**src/pkg/pas_consts.vh**
```
// constants for the pan association sequencer
// What this block does
// - coordinator pan reselect runs active beacon scan
// - active scan ends after all channels or five
// - keep pan id unless detected, else pick free
// - pan reselect clear: no scan, keep pan
// - channel reselect runs energy scan, keep maxima
// - pick quietest channel, excluding occupied channels
// - channel reselect clear: keep configured channel
// - start coordinator; admit joiners only when allowed
// - coordinator indicator blinks 1/s, solid before start
// - key setting change resets mac only
// - end device auto join: discover then associate
// - no auto join: use config, blink 5/s
// - end device active scan with beacon requests
// - pan reselect clear keeps only matching pan
// - channel reselect clear keeps only own channel
// - pick strongest link; none: sleep or retry
// - request association, wait confirm, blink 2/s
// - config change disassociates, resets mac, restarts
// - reserved short address selects 64-bit source
// - unicast ack received packets, up to three resends
// - coordinator select picks coordinator role
`ifndef PAS_CONSTS_VH
`define PAS_CONSTS_VH
`define PAS_A_ROLE 8'h00
`define PAS_A_CCFG 8'h04
`define PAS_A_ECFG 8'h08
`define PAS_A_PAN 8'h0c
`define PAS_A_CHAN 8'h10
`define PAS_A_SHORT 8'h14
`define PAS_A_SLO 8'h18
`define PAS_A_SHI 8'h1c
`define PAS_A_DLO 8'h20
`define PAS_A_DHI 8'h24
`define PAS_A_DWELL 8'h28
`define PAS_A_SLEEP 8'h2c
`define PAS_A_STAT 8'h30
`define PAS_A_JIND 8'h34
`define PAS_A_TXC 8'h38
`define PAS_B_PANRS 0
`define PAS_B_CHRS 1
`define PAS_B_JOIN 2
`define PAS_B_START 1
`define PAS_R_PAN 16'h0000
`define PAS_R_CHAN 4'h0
`define PAS_R_SHORT 16'h0000
`define PAS_R_DWELL 16'h0004
`define PAS_LAST_CH 4'hf
`define PAS_MAX_PAN 3'h5
`define PAS_BCAST 16'hffff
`define PAS_RSVD 16'hfffe
`define PAS_RETRIES 2'h3
`define PAS_CLK_MHZ 100
`define PAS_TICK_US 1000
`define PAS_LED_COORD_MS 10'h1f4
`define PAS_LED_ASSOC_MS 10'h0fa
`define PAS_LED_MANUAL_MS 10'h064
`define PAS_ASSOC_WAIT_MS 16'h01f4
`define PAS_ACK_WAIT_MS 8'h02
`define PAS_K_DATA 3'h0
`define PAS_K_ACK 3'h1
`define PAS_K_BREQ 3'h2
`define PAS_K_AREQ 3'h3
`define PAS_K_ACONF 3'h4
`define PAS_JI_OK 4'h0
`define PAS_JI_SCAN 4'h1
`define PAS_JI_NOCOORD 4'h2
`define PAS_JI_TIMEOUT 4'h3
`define PAS_JI_IDLE 4'hf
`endif

```
**src/logic/pas_seq.v**
```verilog
// pan association sequencer with apb register file
//
// The APB interface to the registers and the placing of the registers were left to the implementer.
`timescale 1ns/10ps
`include "pas_consts.vh"
module pas_seq #(
    parameter [23:0] TICK_CYC = `PAS_TICK_US * `PAS_CLK_MHZ,
    // arbitrary serial number words
    parameter [31:0] SER_LO = 32'h0000_0001,
    parameter [31:0] SER_HI = 32'h0000_0002
) (
    input wire pclk,
    input wire presetn,
    input wire psel,
    input wire penable,
    input wire pwrite,
    input wire [7:0] paddr,
    input wire [31:0] pwdata,
    output reg [31:0] prdata,
    output reg pready,
    output reg pslverr,
    input wire beacon_valid,
    input wire [15:0] beacon_pan,
    input wire [7:0] beacon_lqi,
    input wire energy_valid,
    input wire [7:0] energy_level,
    input wire join_req_valid,
    input wire join_confirm,
    input wire rx_unicast,
    input wire [63:0] rx_src,
    input wire ack_rcvd,
    output reg tx_req_q,
    output reg [2:0] tx_kind_q,
    output reg [63:0] tx_dst_q,
    output reg [15:0] tx_dst_pan_q,
    output reg [63:0] tx_src_q,
    output reg tx_src_long_q,
    output reg [3:0] radio_chan_q,
    output reg mac_reset_q,
    output reg sleep_req_q,
    output reg led_q
);
localparam S_IDLE = 4'h0, S_ATX = 4'h1, S_ALIS = 4'h2, S_PPAN = 4'h3;
localparam S_ELIS = 4'h4, S_PCH = 4'h5, S_CRUN = 4'h6, S_EPICK = 4'h7;
localparam S_JTX = 4'h8, S_JWAIT = 4'h9, S_ERUN = 4'ha, S_SLEEP = 4'hb;
localparam D_IDLE = 2'h0, D_PEND = 2'h1, D_WAIT = 2'h2;
// ---
// registers
// ---
reg coord_q, start_q;
reg [2:0] ccfg_q, ecfg_q, slp_q;
reg [15:0] pan_q, short_q, dwell_q;
reg [3:0] chan_q;
reg [31:0] dlo_q, dhi_q;
reg [3:0] st_q, sidx_q, best_q, jind_q;
reg [15:0] cnt_q;
reg [2:0] npan_q;
reg [15:0] lpan [0:4];
reg [3:0] lch [0:4];
reg [7:0] llq [0:4];
reg [7:0] emax [0:15];
reg [7:0] bestv_q;
reg bestok_q, ascan_q, rego_q;
reg [23:0] tick_cnt_q;
reg tick_q;
reg [9:0] led_cnt_q;
reg seq_p_q, ack_p_q, conf_p_q;
reg [2:0] seq_k_q;
reg [15:0] seq_pan_q;
reg [63:0] ack_dst_q;
reg [1:0] dst_q, rtry_q;
reg [7:0] dcnt_q;
reg ack_fail_q;
reg [31:0] rd_d;
reg err_d;
integer i;
wire wr = psel & penable & pwrite & pready;
wire go = rego_q;
wire started = (st_q == S_CRUN);
wire assoc = (st_q == S_ERUN);
wire [15:0] dwell = (dwell_q == 16'h0000) ? 16'h0001 : dwell_q;
wire dwell_end = tick_q & (cnt_q + 16'h0001 >= dwell);
wire bcast_dst = (dhi_q == 32'h0) & (dlo_q == {16'h0000, `PAS_BCAST});
// ---
// helper functions
// ---
function in_list;
    input [15:0] p;
    integer k;
    begin
        in_list = 1'b0;
        for (k = 0; k < 5; k = k + 1) begin
            if ((k < npan_q) && (lpan[k] == p)) in_list = 1'b1;
        end
    end
endfunction
function occupied;
    input [3:0] c;
    integer k;
    begin
        occupied = 1'b0;
        for (k = 0; k < 5; k = k + 1) begin
            if ((k < npan_q) && (lch[k] == c)) occupied = 1'b1;
        end
    end
endfunction
// ---
// configuration change detect
// ---
wire c_chg = wr & (((paddr == `PAS_A_CCFG) & (pwdata[1:0] != ccfg_q[1:0])) |
    ((paddr == `PAS_A_PAN) & (pwdata[15:0] != pan_q)) |
    ((paddr == `PAS_A_CHAN) & (pwdata[3:0] != chan_q)) |
    ((paddr == `PAS_A_SHORT) & (pwdata[15:0] != short_q)));
wire e_chg = wr & (((paddr == `PAS_A_ECFG) & (pwdata[2:0] != ecfg_q)) |
    ((paddr == `PAS_A_PAN) & (pwdata[15:0] != pan_q)) |
    ((paddr == `PAS_A_CHAN) & (pwdata[3:0] != chan_q)));
// ---
// end device candidate pick
// ---
reg cand_ok;
reg [2:0] cand_i;
reg [7:0] cand_lq;
always @* begin
    cand_ok = 1'b0;
    cand_i = 3'h0;
    cand_lq = 8'h00;
    for (i = 0; i < 5; i = i + 1) begin
        if ((i < npan_q) && (ecfg_q[`PAS_B_PANRS] || lpan[i] == pan_q) &&
            (ecfg_q[`PAS_B_CHRS] || lch[i] == chan_q) &&
            (!cand_ok || llq[i] > cand_lq)) begin
            cand_ok = 1'b1;
            cand_i = i[2:0];
            cand_lq = llq[i];
        end
    end
end
wire ch_ok = !(ascan_q && occupied(sidx_q));
wire ch_sel = ch_ok && (!bestok_q || emax[sidx_q] < bestv_q);
// ---
// apb read decode
// ---
always @* begin
    rd_d = 32'h0;
    err_d = 1'b0;
    if (paddr == `PAS_A_ROLE) rd_d = {31'h0, coord_q};
    else if (paddr == `PAS_A_CCFG) rd_d = {29'h0, ccfg_q};
    else if (paddr == `PAS_A_ECFG) rd_d = {29'h0, ecfg_q};
    else if (paddr == `PAS_A_PAN) rd_d = {16'h0, pan_q};
    else if (paddr == `PAS_A_CHAN) rd_d = {28'h0, chan_q};
    else if (paddr == `PAS_A_SHORT) rd_d = {16'h0, short_q};
    else if (paddr == `PAS_A_SLO) rd_d = SER_LO;
    else if (paddr == `PAS_A_SHI) rd_d = SER_HI;
    else if (paddr == `PAS_A_DLO) rd_d = dlo_q;
    else if (paddr == `PAS_A_DHI) rd_d = dhi_q;
    else if (paddr == `PAS_A_DWELL) rd_d = {16'h0, dwell_q};
    else if (paddr == `PAS_A_SLEEP) rd_d = {29'h0, slp_q};
    else if (paddr == `PAS_A_STAT)
        rd_d = {23'h0, ack_fail_q, (dst_q != D_IDLE), npan_q, st_q};
    else if (paddr == `PAS_A_JIND) rd_d = {28'h0, jind_q};
    else if (paddr == `PAS_A_TXC) rd_d = 32'h0;
    else err_d = 1'b1;
end
// ---
// apb slave and config registers
// ---
always @(posedge pclk or negedge presetn) begin
    if (!presetn) begin
        pready <= 1'b0;
        pslverr <= 1'b0;
        prdata <= 32'h0;
        coord_q <= 1'b0;
        ccfg_q <= 3'h0;
        ecfg_q <= 3'h0;
        slp_q <= 3'h0;
        short_q <= `PAS_R_SHORT;
        dwell_q <= `PAS_R_DWELL;
        dlo_q <= 32'h0;
        dhi_q <= 32'h0;
    end else begin
        pready <= psel & ~penable;
        pslverr <= psel & ~penable & err_d;
        if (psel & ~penable) prdata <= pwrite ? 32'h0 : rd_d;
        if (wr) begin
            if (paddr == `PAS_A_ROLE) coord_q <= pwdata[0];
            else if (paddr == `PAS_A_CCFG) ccfg_q <= pwdata[2:0];
            else if (paddr == `PAS_A_ECFG) ecfg_q <= pwdata[2:0];
            else if (paddr == `PAS_A_SHORT) short_q <= pwdata[15:0];
            else if (paddr == `PAS_A_DLO) dlo_q <= pwdata;
            else if (paddr == `PAS_A_DHI) dhi_q <= pwdata;
            else if (paddr == `PAS_A_DWELL) dwell_q <= pwdata[15:0];
            else if (paddr == `PAS_A_SLEEP) slp_q <= pwdata[2:0];
        end
    end
end
// ---
// millisecond tick and indicator
// ---
wire [9:0] led_half = started ? `PAS_LED_COORD_MS :
    (ecfg_q[`PAS_B_JOIN] ? `PAS_LED_ASSOC_MS : `PAS_LED_MANUAL_MS);
always @(posedge pclk or negedge presetn) begin
    if (!presetn) begin
        tick_cnt_q <= 24'h0;
        tick_q <= 1'b0;
        led_cnt_q <= 10'h000;
        led_q <= 1'b1;
    end else begin
        tick_q <= (tick_cnt_q == TICK_CYC - 24'h1);
        tick_cnt_q <= (tick_cnt_q == TICK_CYC - 24'h1) ? 24'h0 : tick_cnt_q + 24'h1;
        if (!(started || assoc)) begin
            led_cnt_q <= 10'h000;
            led_q <= 1'b1;
        end else if (tick_q) begin
            if (led_cnt_q + 10'h001 >= led_half) begin
                led_cnt_q <= 10'h000;
                led_q <= ~led_q;
            end else begin
                led_cnt_q <= led_cnt_q + 10'h001;
            end
        end
    end
end
// ---
// start-up sequencer
// ---
always @(posedge pclk or negedge presetn) begin
    if (!presetn) begin
        st_q <= S_IDLE;
        sidx_q <= 4'h0;
        cnt_q <= 16'h0000;
        npan_q <= 3'h0;
        best_q <= 4'h0;
        bestv_q <= 8'h00;
        bestok_q <= 1'b0;
        ascan_q <= 1'b0;
        rego_q <= 1'b0;
        pan_q <= `PAS_R_PAN;
        chan_q <= `PAS_R_CHAN;
        jind_q <= `PAS_JI_IDLE;
        seq_p_q <= 1'b0;
        seq_k_q <= `PAS_K_BREQ;
        seq_pan_q <= `PAS_BCAST;
        mac_reset_q <= 1'b0;
        sleep_req_q <= 1'b0;
        for (i = 0; i < 5; i = i + 1) begin
            lpan[i] <= 16'h0000;
            lch[i] <= 4'h0;
            llq[i] <= 8'h00;
        end
        for (i = 0; i < 16; i = i + 1) emax[i] <= 8'h00;
    end else begin
        rego_q <= wr & (paddr == `PAS_A_ROLE) & pwdata[`PAS_B_START];
        mac_reset_q <= 1'b0;
        if (seq_p_q & ~ack_p_q & ~conf_p_q) seq_p_q <= 1'b0;
        if (wr & (paddr == `PAS_A_PAN)) pan_q <= pwdata[15:0];
        if (wr & (paddr == `PAS_A_CHAN)) chan_q <= pwdata[3:0];
        if (tick_q) cnt_q <= cnt_q + 16'h0001;
        if (started & c_chg) mac_reset_q <= 1'b1;
        if (assoc & e_chg) begin
            mac_reset_q <= 1'b1;
            st_q <= S_IDLE;
            rego_q <= 1'b1;
        end else begin
            case (st_q)
            S_IDLE, S_SLEEP: begin
                if (go) begin
                    sleep_req_q <= 1'b0;
                    sidx_q <= 4'h0;
                    cnt_q <= 16'h0000;
                    npan_q <= 3'h0;
                    bestok_q <= 1'b0;
                    ascan_q <= 1'b0;
                    for (i = 0; i < 16; i = i + 1) emax[i] <= 8'h00;
                    if (coord_q) begin
                        jind_q <= `PAS_JI_SCAN;
                        if (ccfg_q[`PAS_B_PANRS]) st_q <= S_ATX;
                        else if (ccfg_q[`PAS_B_CHRS]) st_q <= S_ELIS;
                        else st_q <= S_CRUN;
                    end else if (ecfg_q[`PAS_B_JOIN]) begin
                        jind_q <= `PAS_JI_SCAN;
                        st_q <= S_ATX;
                    end else begin
                        jind_q <= `PAS_JI_OK;
                        st_q <= S_ERUN;
                    end
                end
            end
            S_ATX: begin
                seq_p_q <= 1'b1;
                seq_k_q <= `PAS_K_BREQ;
                seq_pan_q <= `PAS_BCAST;
                ascan_q <= 1'b1;
                cnt_q <= 16'h0000;
                st_q <= S_ALIS;
            end
            S_ALIS: begin
                if (beacon_valid && npan_q < `PAS_MAX_PAN && !in_list(beacon_pan)) begin
                    lpan[npan_q] <= beacon_pan;
                    lch[npan_q] <= sidx_q;
                    llq[npan_q] <= beacon_lqi;
                    npan_q <= npan_q + 3'h1;
                end
                if (npan_q == `PAS_MAX_PAN || (dwell_end && sidx_q == `PAS_LAST_CH)) begin
                    st_q <= coord_q ? S_PPAN : S_EPICK;
                end else if (dwell_end) begin
                    sidx_q <= sidx_q + 4'h1;
                    st_q <= S_ATX;
                end
            end
            S_PPAN: begin
                if (in_list(pan_q) || pan_q == `PAS_BCAST || pan_q == `PAS_RSVD) begin
                    pan_q <= pan_q + 16'h0001;
                end else if (ccfg_q[`PAS_B_CHRS]) begin
                    sidx_q <= 4'h0;
                    cnt_q <= 16'h0000;
                    st_q <= S_ELIS;
                end else begin
                    st_q <= S_CRUN;
                end
            end
            S_ELIS: begin
                if (energy_valid && radio_chan_q == sidx_q && energy_level > emax[sidx_q])
                    emax[sidx_q] <= energy_level;
                if (dwell_end) begin
                    cnt_q <= 16'h0000;
                    sidx_q <= (sidx_q == `PAS_LAST_CH) ? 4'h0 : sidx_q + 4'h1;
                    if (sidx_q == `PAS_LAST_CH) st_q <= S_PCH;
                end
            end
            S_PCH: begin
                if (ch_sel) begin
                    best_q <= sidx_q;
                    bestv_q <= emax[sidx_q];
                    bestok_q <= 1'b1;
                end
                if (sidx_q == `PAS_LAST_CH) begin
                    if (ch_sel) chan_q <= sidx_q;
                    else if (bestok_q) chan_q <= best_q;
                    st_q <= S_CRUN;
                end else begin
                    sidx_q <= sidx_q + 4'h1;
                end
            end
            S_CRUN: begin
                jind_q <= `PAS_JI_OK;
            end
            S_EPICK: begin
                if (cand_ok) begin
                    pan_q <= lpan[cand_i];
                    chan_q <= lch[cand_i];
                    st_q <= S_JTX;
                end else begin
                    jind_q <= `PAS_JI_NOCOORD;
                    if (slp_q != 3'h0) begin
                        sleep_req_q <= 1'b1;
                        st_q <= S_SLEEP;
                    end else begin
                        st_q <= S_IDLE;
                        rego_q <= 1'b1;
                    end
                end
            end
            S_JTX: begin
                seq_p_q <= 1'b1;
                seq_k_q <= `PAS_K_AREQ;
                seq_pan_q <= pan_q;
                cnt_q <= 16'h0000;
                st_q <= S_JWAIT;
            end
            S_JWAIT: begin
                if (join_confirm) begin
                    jind_q <= `PAS_JI_OK;
                    st_q <= S_ERUN;
                end else if (tick_q && cnt_q + 16'h0001 >= `PAS_ASSOC_WAIT_MS) begin
                    jind_q <= `PAS_JI_TIMEOUT;
                    st_q <= S_IDLE;
                    rego_q <= 1'b1;
                end
            end
            default: ;
            endcase
        end
    end
end
// ---
// transmit arbitration, ack and retry
// ---
wire free_dat = ~ack_p_q & ~conf_p_q & ~seq_p_q;
wire src_long = (short_q == `PAS_BCAST) || (short_q == `PAS_RSVD);
always @(posedge pclk or negedge presetn) begin
    if (!presetn) begin
        tx_req_q <= 1'b0;
        tx_kind_q <= `PAS_K_DATA;
        tx_dst_q <= 64'h0;
        tx_dst_pan_q <= 16'h0000;
        tx_src_q <= 64'h0;
        tx_src_long_q <= 1'b0;
        radio_chan_q <= `PAS_R_CHAN;
        ack_p_q <= 1'b0;
        conf_p_q <= 1'b0;
        ack_dst_q <= 64'h0;
        dst_q <= D_IDLE;
        rtry_q <= 2'h0;
        dcnt_q <= 8'h00;
        ack_fail_q <= 1'b0;
    end else begin
        tx_req_q <= 1'b0;
        radio_chan_q <= (st_q == S_ATX || st_q == S_ALIS || st_q == S_ELIS) ?
            sidx_q : chan_q;
        tx_src_long_q <= src_long;
        tx_src_q <= src_long ? {SER_HI, SER_LO} : {48'h0, short_q};
        if (rx_unicast) begin
            ack_p_q <= 1'b1;
            ack_dst_q <= rx_src;
        end else if (ack_p_q) begin
            ack_p_q <= 1'b0;
        end
        if (join_req_valid && started && ccfg_q[`PAS_B_JOIN]) conf_p_q <= 1'b1;
        else if (conf_p_q && !ack_p_q) conf_p_q <= 1'b0;
        if (ack_p_q) begin
            tx_req_q <= 1'b1;
            tx_kind_q <= `PAS_K_ACK;
            tx_dst_q <= ack_dst_q;
            tx_dst_pan_q <= pan_q;
        end else if (conf_p_q) begin
            tx_req_q <= 1'b1;
            tx_kind_q <= `PAS_K_ACONF;
            tx_dst_q <= {48'h0, `PAS_BCAST};
            tx_dst_pan_q <= pan_q;
        end else if (seq_p_q) begin
            tx_req_q <= 1'b1;
            tx_kind_q <= seq_k_q;
            tx_dst_q <= {48'h0, `PAS_BCAST};
            tx_dst_pan_q <= seq_pan_q;
        end else if (dst_q == D_PEND) begin
            tx_req_q <= 1'b1;
            tx_kind_q <= `PAS_K_DATA;
            tx_dst_q <= {dhi_q, dlo_q};
            tx_dst_pan_q <= pan_q;
        end
        case (dst_q)
        D_IDLE: begin
            if (wr && paddr == `PAS_A_TXC && pwdata[0]) begin
                dst_q <= D_PEND;
                rtry_q <= 2'h0;
                ack_fail_q <= 1'b0;
            end
        end
        D_PEND: begin
            if (free_dat) begin
                dcnt_q <= 8'h00;
                dst_q <= bcast_dst ? D_IDLE : D_WAIT;
            end
        end
        D_WAIT: begin
            if (tick_q) dcnt_q <= dcnt_q + 8'h01;
            if (ack_rcvd) begin
                dst_q <= D_IDLE;
            end else if (tick_q && dcnt_q + 8'h01 >= `PAS_ACK_WAIT_MS) begin
                if (rtry_q < `PAS_RETRIES) begin
                    rtry_q <= rtry_q + 2'h1;
                    dst_q <= D_PEND;
                end else begin
                    ack_fail_q <= 1'b1;
                    dst_q <= D_IDLE;
                end
            end
        end
        default: dst_q <= D_IDLE;
        endcase
    end
end
endmodule // pas_seq

```
**config.mk**
```make
export PLATFORM = sky130hd
export DESIGN_NAME = pas_seq
export DESIGN_NICKNAME = d
export VERILOG_FILES = /design/src/logic/pas_seq.v
export VERILOG_INCLUDE_DIRS = /design/src /design/src/pkg
export SDC_FILE = /design/constraint.sdc
export NUM_CORES = 2
export LEC_CHECK = 0
export BUFFER_PORTS_ARGS = -buffer_cell sky130_fd_sc_hd__buf_2
export CAP_MARGIN = 10
export CORE_UTILIZATION = 40
export DETAILED_ROUTE_END_ITERATION = 12
export GPL_TIMING_DRIVEN = 0
export PLACE_DENSITY = 0.69
export SETUP_SLACK_MARGIN = 0.3
export SYNTH_ARGS = -nofsm -noshare
export SYNTH_HDL_FRONTEND = slang
export SYNTH_SLANG_ARGS = --single-unit
```
**constraint.sdc**
```tcl
create_clock -name pclk -period 24.1 [get_ports pclk]
set_input_delay 4.82 -clock pclk [delete_from_list [all_inputs] [get_ports pclk]]
set_output_delay 4.82 -clock pclk [all_outputs]
set_load 0.05 [all_outputs]
```
# ---- Word level (Yosys, flattened, before mapping)
# Index checks and enable logic that the tools add are counted.
dict set report classes {
  n_addsub 8
  magnitude_cmp 22
  eq_ne 91
  mux 213
  bitwise 45
  n_reduce_logical 121
}
# op n
set ops {}
lappend ops {{two-way mux 32 bit} 11}
lappend ops {{two-way mux 16 bit} 19}
lappend ops {{two-way mux 128 bit} 2}
lappend ops {{two-way mux 64 bit} 4}
lappend ops {{case mux 128 bit (2 select lines)} 1}
lappend ops {{== test 16 bit} 10}
lappend ops {{two-way mux 4 bit} 37}
lappend ops {{bitwise mux 128 bit} 1}
lappend ops {{two-way mux 8 bit} 11}
lappend ops {{bitwise mux 80 bit} 1}
lappend ops {{two-way mux 1 bit} 71}
lappend ops {{== test 16 bit, second input constant} 4}
lappend ops {{case mux 16 bit (2 select lines)} 2}
lappend ops {{case mux 16 bit (4 select lines)} 1}
lappend ops {{== test 8 x 6 -> 1 bit, second input constant} 7}
lappend ops {{binary-select mux 16 bit (select 3 bit)} 1}
lappend ops {{demux 16 bit (select 3 bit)} 1}
lappend ops {{logical AND 1 bit} 45}
lappend ops {{== test 4 bit} 11}
lappend ops {{bitwise mux 40 bit} 1}
lappend ops {{> comparator 8 bit} 5}
lappend ops {{inequality test 2 bit, second input constant} 20}
lappend ops {{case mux 4 bit (9 select lines)} 1}
lappend ops {{two-way mux 34 bit} 1}
lappend ops {{other kinds (85)} 232}
dict set report word_totals {
  reg_bits 734
  elab_cells 577
}

# ---- Logic depth before layout (Yosys ltp)
dict set report logic_depth {
  depth_word 28
  ltp_mapped 52
  ltp_nobuf 40
}

# ---- Least setup slack after synthesis
# No wires, ideal clock.
dict set report synth_timing {
  path_type {register to register}
  startpoint {register pan_q[0]}
  endpoint {register pan_q[11]}
  setup_time_ns 0.126
  arrival_time_ns 9.278
  required_ns 23.974
  slack_ns 14.696
  stages_incl_launch_ff 50
  path_buffers 11
  synth_period_minus_slack_ns 9.404
  cell_sequence {dfrtp_1 buf_6 xnor2_2 nand4_1 o41ai_4 and2_1 buf_6 nand2_1 ha_1 nor2b_1 o211ai_1 a211o_1 nand4_1 and2_1 clkbuf_1 clkbuf_1 nand2_1 o21ai_0 (+14 left out) o21bai_1 a211oi_2 or2_1 buf_6 buf_4 buf_2 buf_2 o21a_1 ha_1 a21o_1 a21o_1 a21oi_1 nor2_1 a211oi_2 nor2_1 clkbuf_1 a221o_1 a221o_1}
}
dict set report synth_between {
  elab_chain_len 28
}
# element line
set synth_rtl {}
lappend synth_rtl {{start: declaration} pas_seq.v:52} ;# reg [15:0] pan_q, short_q, dwell_q;
lappend synth_rtl {{start signal: assignment} pas_seq.v:236} ;# pan_q <= `PAS_R_PAN;
lappend synth_rtl {{start signal: assignment} pas_seq.v:254} ;# if (wr & (paddr == `PAS_A_PAN)) pan_q <= pwdata[15:0];
lappend synth_rtl {{start signal: assignment} pas_seq.v:311} ;# pan_q <= pan_q + 16'h0001;
lappend synth_rtl {{== test 16 bit} {pas_seq.v:93, pas_seq.v:128}}
lappend synth_rtl {{logical OR 1 bit} pas_seq.v:128} ;# if ((i < npan_q) && (ecfg_q[`PAS_B_PANRS] || lpan[i] == pan_q) &&
lappend synth_rtl {{logical AND 1 bit (2 in a row)} pas_seq.v:128}
lappend synth_rtl {{two-way mux 8 bit / two-way mux 1 bit (equally long branches)} pas_seq.v:128}
lappend synth_rtl {{> comparator 8 bit / logical NOT 1 bit (equally long branches)} pas_seq.v:130} ;# (!cand_ok || llq[i] > cand_lq)) begin
lappend synth_rtl {{logical OR 1 bit} pas_seq.v:130}
lappend synth_rtl {{logical AND 1 bit} pas_seq.v:128}
lappend synth_rtl {{two-way mux 8 bit / two-way mux 1 bit (equally long branches)} pas_seq.v:128}
lappend synth_rtl {{(+10 left out)} n/a}
lappend synth_rtl {{logical AND 1 bit} pas_seq.v:128}
lappend synth_rtl {{two-way mux 3 bit} pas_seq.v:128}
lappend synth_rtl {{NOT 3 -> 4 bit (not written as such)} pas_seq.v:348} ;# pan_q <= lpan[cand_i];
lappend synth_rtl {{binary-select mux 16 bit (select 3 bit)} pas_seq.v:348}
lappend synth_rtl {{two-way mux 16 bit (not written as such) (2 in a row)} pas_seq.v:348}
lappend synth_rtl {{two-way mux 16 bit} pas_seq.v:347} ;# if (cand_ok) begin
lappend synth_rtl {{case mux 16 bit (2 select lines)} pas_seq.v:263} ;# case (st_q)
lappend synth_rtl {{two-way mux 16 bit (*)} pas_seq.v:258} ;# if (assoc & e_chg) begin
# Mark *: on every way between the ends. The rest lies on a longest branch, timed or not. The select of a mux whose other input is x is not followed.
# A chain may end at the register's enable or synchronous reset.

# ---- Final worst setup path
dict set report layout_timing {
  startpoint {register npan_q[0]}
  endpoint {register pan_q[11]}
}
dict set report layout_between {
  elab_chain_len 27
}
# element line
set layout_rtl {}
lappend layout_rtl {{start: declaration} pas_seq.v:57} ;# reg [2:0] npan_q;
lappend layout_rtl {{start signal: assignment} pas_seq.v:300} ;# npan_q <= npan_q + 3'h1;
lappend layout_rtl {{< comparator 1 x 3 -> 1 bit} {pas_seq.v:93, pas_seq.v:128}}
lappend layout_rtl {{logical AND 1 bit (2 in a row)} pas_seq.v:128}
lappend layout_rtl {{two-way mux 8 bit / two-way mux 1 bit (equally long branches)} pas_seq.v:128}
lappend layout_rtl {{> comparator 8 bit / logical NOT 1 bit (equally long branches)} pas_seq.v:130}
lappend layout_rtl {{logical OR 1 bit} pas_seq.v:130}
lappend layout_rtl {{logical AND 1 bit} pas_seq.v:128}
lappend layout_rtl {{two-way mux 8 bit / two-way mux 1 bit (equally long branches)} pas_seq.v:128}
lappend layout_rtl {{> comparator 8 bit / logical NOT 1 bit (equally long branches)} pas_seq.v:130}
lappend layout_rtl {{(+9 left out)} n/a}
lappend layout_rtl {{logical AND 1 bit} pas_seq.v:128}
lappend layout_rtl {{two-way mux 3 bit} pas_seq.v:128}
lappend layout_rtl {{NOT 3 -> 4 bit (not written as such)} pas_seq.v:348}
lappend layout_rtl {{binary-select mux 16 bit (select 3 bit)} pas_seq.v:348}
lappend layout_rtl {{two-way mux 16 bit (not written as such) (2 in a row)} pas_seq.v:348}
lappend layout_rtl {{two-way mux 16 bit} pas_seq.v:347}
lappend layout_rtl {{case mux 16 bit (2 select lines) (*)} pas_seq.v:263}
lappend layout_rtl {{two-way mux 16 bit (*)} pas_seq.v:258}
lappend layout_rtl {{end signal: assignment} pas_seq.v:254}
lappend layout_rtl {{end signal: assignment} pas_seq.v:311}
lappend layout_rtl {{end signal: assignment} pas_seq.v:348}
# Marks and branches as above.

==> impl_metrics.json <==
{
  "status": "complete, no violations",
  "hold_path.class": "register to register",
  "finalSetupViolations": 0,
  "yosysWarnings": 0,
  "yosysSeqAreaShare": 0.469,
  "fin_nets": 4331,
  "worst_setup_path_start_kind": "register",
  "synth_cells": 3705,
  "drtPass1Iterations": 6,
  "portBuffers": 257,
  "r2r_cells": 49,
  "cts_sinks": 713,
  "placed_cells": 5270,
  "stdcell_count": 5432,
  "synthTopCellsByCount": "692 x dfrtp_1, 451 x nand2_1, 328 x o21ai_0",
  "cp_max_fo": 10,
  "area_growth_pct": 16.1,
  "r2r_end": "pan_q[11]",
  "syn_area_mm2": 0.0381,
  "drt_iter0_drc": 2917,
  "synth_seq_cells": 713,
  "p_sw_w": 0.00176,
  "worst_slew_pin_slew_ps": 1280,
  "initial_core_util": 0.406,
  "skew_ps": 34.5,
  "synth_edf_count": 0,
  "drt-total-wl_um": 123000,
  "core_mm2": 0.0939,
  "grt_max_degree": 123,
  "design_area_mm2": 0.0443,
  "powerDensity_mw_per_mm2": 101,
  "vias": 31033,
  "fillCellCount": 8727,
  "post-dp-hpwl_um": 92100,
  "synth.area.top_cells": "dfrtp_1 45%, mux2_2 9.6%, nand2_1 4.4%",
  "pwr-share-clk": 0.297,
  "r2r-start": "npan_q[0]",
  "syn_area_per_cell_um2": 10.3,
  "cap_violations": 0,
  "grt_first_pass_wirelength_um": 187000,
  "clk_pin_slew_ps": 60,
  "via_per_inst": 5.71,
  "antenna_found_initial": 19,
  "hold_end": "tick_cnt_q[23]",
  "postRouteAntennaNets": 0,
  "fmax_mhz": 82.3,
  "synth_top_area_cell": "dfrtp_1",
  "synth-async-reset-ratio": 1.00,
  "dieArea_mm2": 0.0965,
  "seq_area_mm2": 0.0179,
  "multiInputGateArea_mm2": 0.0187,
  "htree_levels": 3,
  "rsz0062_at_grt": "false",
  "die_width_um": 311,
  "holdWs_ps": 469,
  "crit_path_top_delay_cell": "clkbuf_1",
  "ys_types": 91,
  "worst_ir_drop_vdd_mv": 0.0582,
  "relSlewSlack": 0.126,
  "critPathMaxStageDelay_ps": 590,
  "critPathKind": "register to register",
  "drc_errors": 0,
  "intPower_w": 0.00271,
  "yosysTopAreaCellShare": 0.454,
  "fin_crit_sh": 0.504,
  "boundaryPins": 337,
  "hold_depth": 1,
  "ys.flop_type": "dfrtp_1",
  "final-hold-violation-count": 0,
  "tritoncts": "built",
  "grt_pass1_vias": 30162,
  "arrival_ps": 12700,
  "rrSetupSlack_ps": 11950,
  "wl_per_cell_um": 22.7,
  "root_buffer": "clkbuf_16",
  "insertion_delay_ps": 660,
  "cts_setup_buffers": 0,
  "power_frac_comb": 0.358,
  "synth.most_common_cell": "dfrtp_1",
  "finalCriticalPeriod_ps": 12150,
  "grt-ovfl-total": 0,
  "min_from": "tick_cnt_q[23]",
  "endpoint_kind": "register",
  "die_h_um": 311,
  "clockBufferDepth": 3,
  "gp_congestion": 0.978,
  "crit_required_ps": 24650,
  "tns_ps": 0,
  "track_usage": 0.250,
  "postCtsHoldBufs": 0,
  "slew_viol_final": 0,
  "drive_gt1_frac": 0.225,
  "p_seq_frac": 0.345,
  "leakagePower_nw": 20.3,
  "rows": 112,
  "cts_resized": 0,
  "p_sw_frac": 0.393,
  "numCtsBuffers": 81,
  "place_area_mm2": 0.0413
}
==> sequential cells by signal, indices dropped and copies added (netlist names), 8 cells and up <==
register	count
emax	128
lpan	80
ack_dst_q	64
tx_dst_q	64
llq	40
dhi_q	32
dlo_q	32
prdata	32
tick_cnt_q	24
lch	20
tx_src_q	17
cnt_q	16
dwell_q	16
pan_q	16
seq_pan_q	16
short_q	16
tx_dst_pan_q	16
led_cnt_q	10
bestv_q	8
dcnt_q	8
==> layer usage <==
metal	vias to the layer above	routed length, µm	GRT usage	share of wire
met5	-	75	0	0.00061
met4	12	4860	0.103	0.039
met3	281	10800	0.0581	0.087
met2	1401	55700	0.382	0.45
met1	15459	51800	0.340	0.42
li1	13880	-	-	-
==> worst max-delay path by stage <==
stage | start | to | slack [ps] | cells past startpoint
2_1_floorplan | pan_q[0] | pan_q[11] | 14700 | 49
3_3_place_gp | presetn | tx_dst_pan_q[11] | 2810 | 1
3_5_place_dp | npan_q[0] | pan_q[11] | 12110 | 49
4_1_cts | npan_q[0] | pan_q[11] | 12100 | 49
5_1_grt | npan_q[0] | pan_q[11] | 11310 | 50
6_report | npan_q[0] | pan_q[11] | 11950 | 49
==> power groups by stage <==
stage	Sequential, W	Combinational (W)	Clock (W)
after floorplan	0.00169	0.000930	0
after global placement	0.00155	0.00155	0
after detailed placement	0.00156	0.00157	0
after CTS	0.00154	0.00158	0.00135
after global routing	0.00156	0.00170	0.00139
final	0.00154	0.00160	0.00133
==> worst max-delay path, delay by kind of cell (launching register included) <==
| family | cells | cell delay [ps] |
|---|---|---|
| buffers and inverters | 13 | 3880 |
| AOI/OAI and AO/OA | 17 | 4290 |
| DFF | 1 | 380 |
| adders and majority gates | 4 | 1020 |
| muxes | 1 | 430 |
| and+or+nand+nor | 14 | 2020 |
==> metrics by stage <==
step | worst slack, ps | utilization | power, W
final | 11950 | 0.471 | 0.00447
after detailed placement | 12110 | 0.440 | 0.00313
after global routing | 11310 | 0.471 | 0.00466
after global placement | 2810 | 0.438 | 0.00310
after CTS | 12100 | 0.471 | 0.00446
after floorplan | 14700 | - | 0.00262
==> cell type report <==
type / count / share of cell area
multi-input cells: 2671 / 0.423
flip-flops and latches: 713 / 0.404
clock buffers: 109 / 0.0518
well taps: 1254 / 0.0354
repair buffers: 266 / 0.0335
plain buffers: 289 / 0.0316
clock inverters: 41 / 0.0133
inverters: 78 / 0.00662
diodes: 11 / 0.000622
==> logic make-up (layout without fill, tap and decap cells) <==
family / after synthesis / count (layout) / share of synthesized area
fa+ha+maj: 84 / 84 / 0.0276
mux: 422 / 422 / 0.135
buf+inv: 367 / 783 / 0.0443
simple gates: 1048 / 1048 / 0.128
xor+xnor: 305 / 305 / 0.0703
compound gates: 765 / 765 / 0.126
other cells: 1 / 58 / 0.0000984
flops: 713 / 713 / 0.469
==> layout by cell type, fill, tap and decap left out, types with 81 or more instances in the layout <==
cell type  Yosys  final
clkbuf_1     144    156
xor2_1       144    144
xnor2_1      160    160
o21ai_0      328    328
mux2_2       326    326
dfrtp_1      692    692
buf_2         64    322
a21oi_1      146    146
clkbuf_16      0     81
nor2_1       203    203
nand2_1      451    451
ha_1          84     84
No activity file was read; power rests on OpenSTA's default activity.
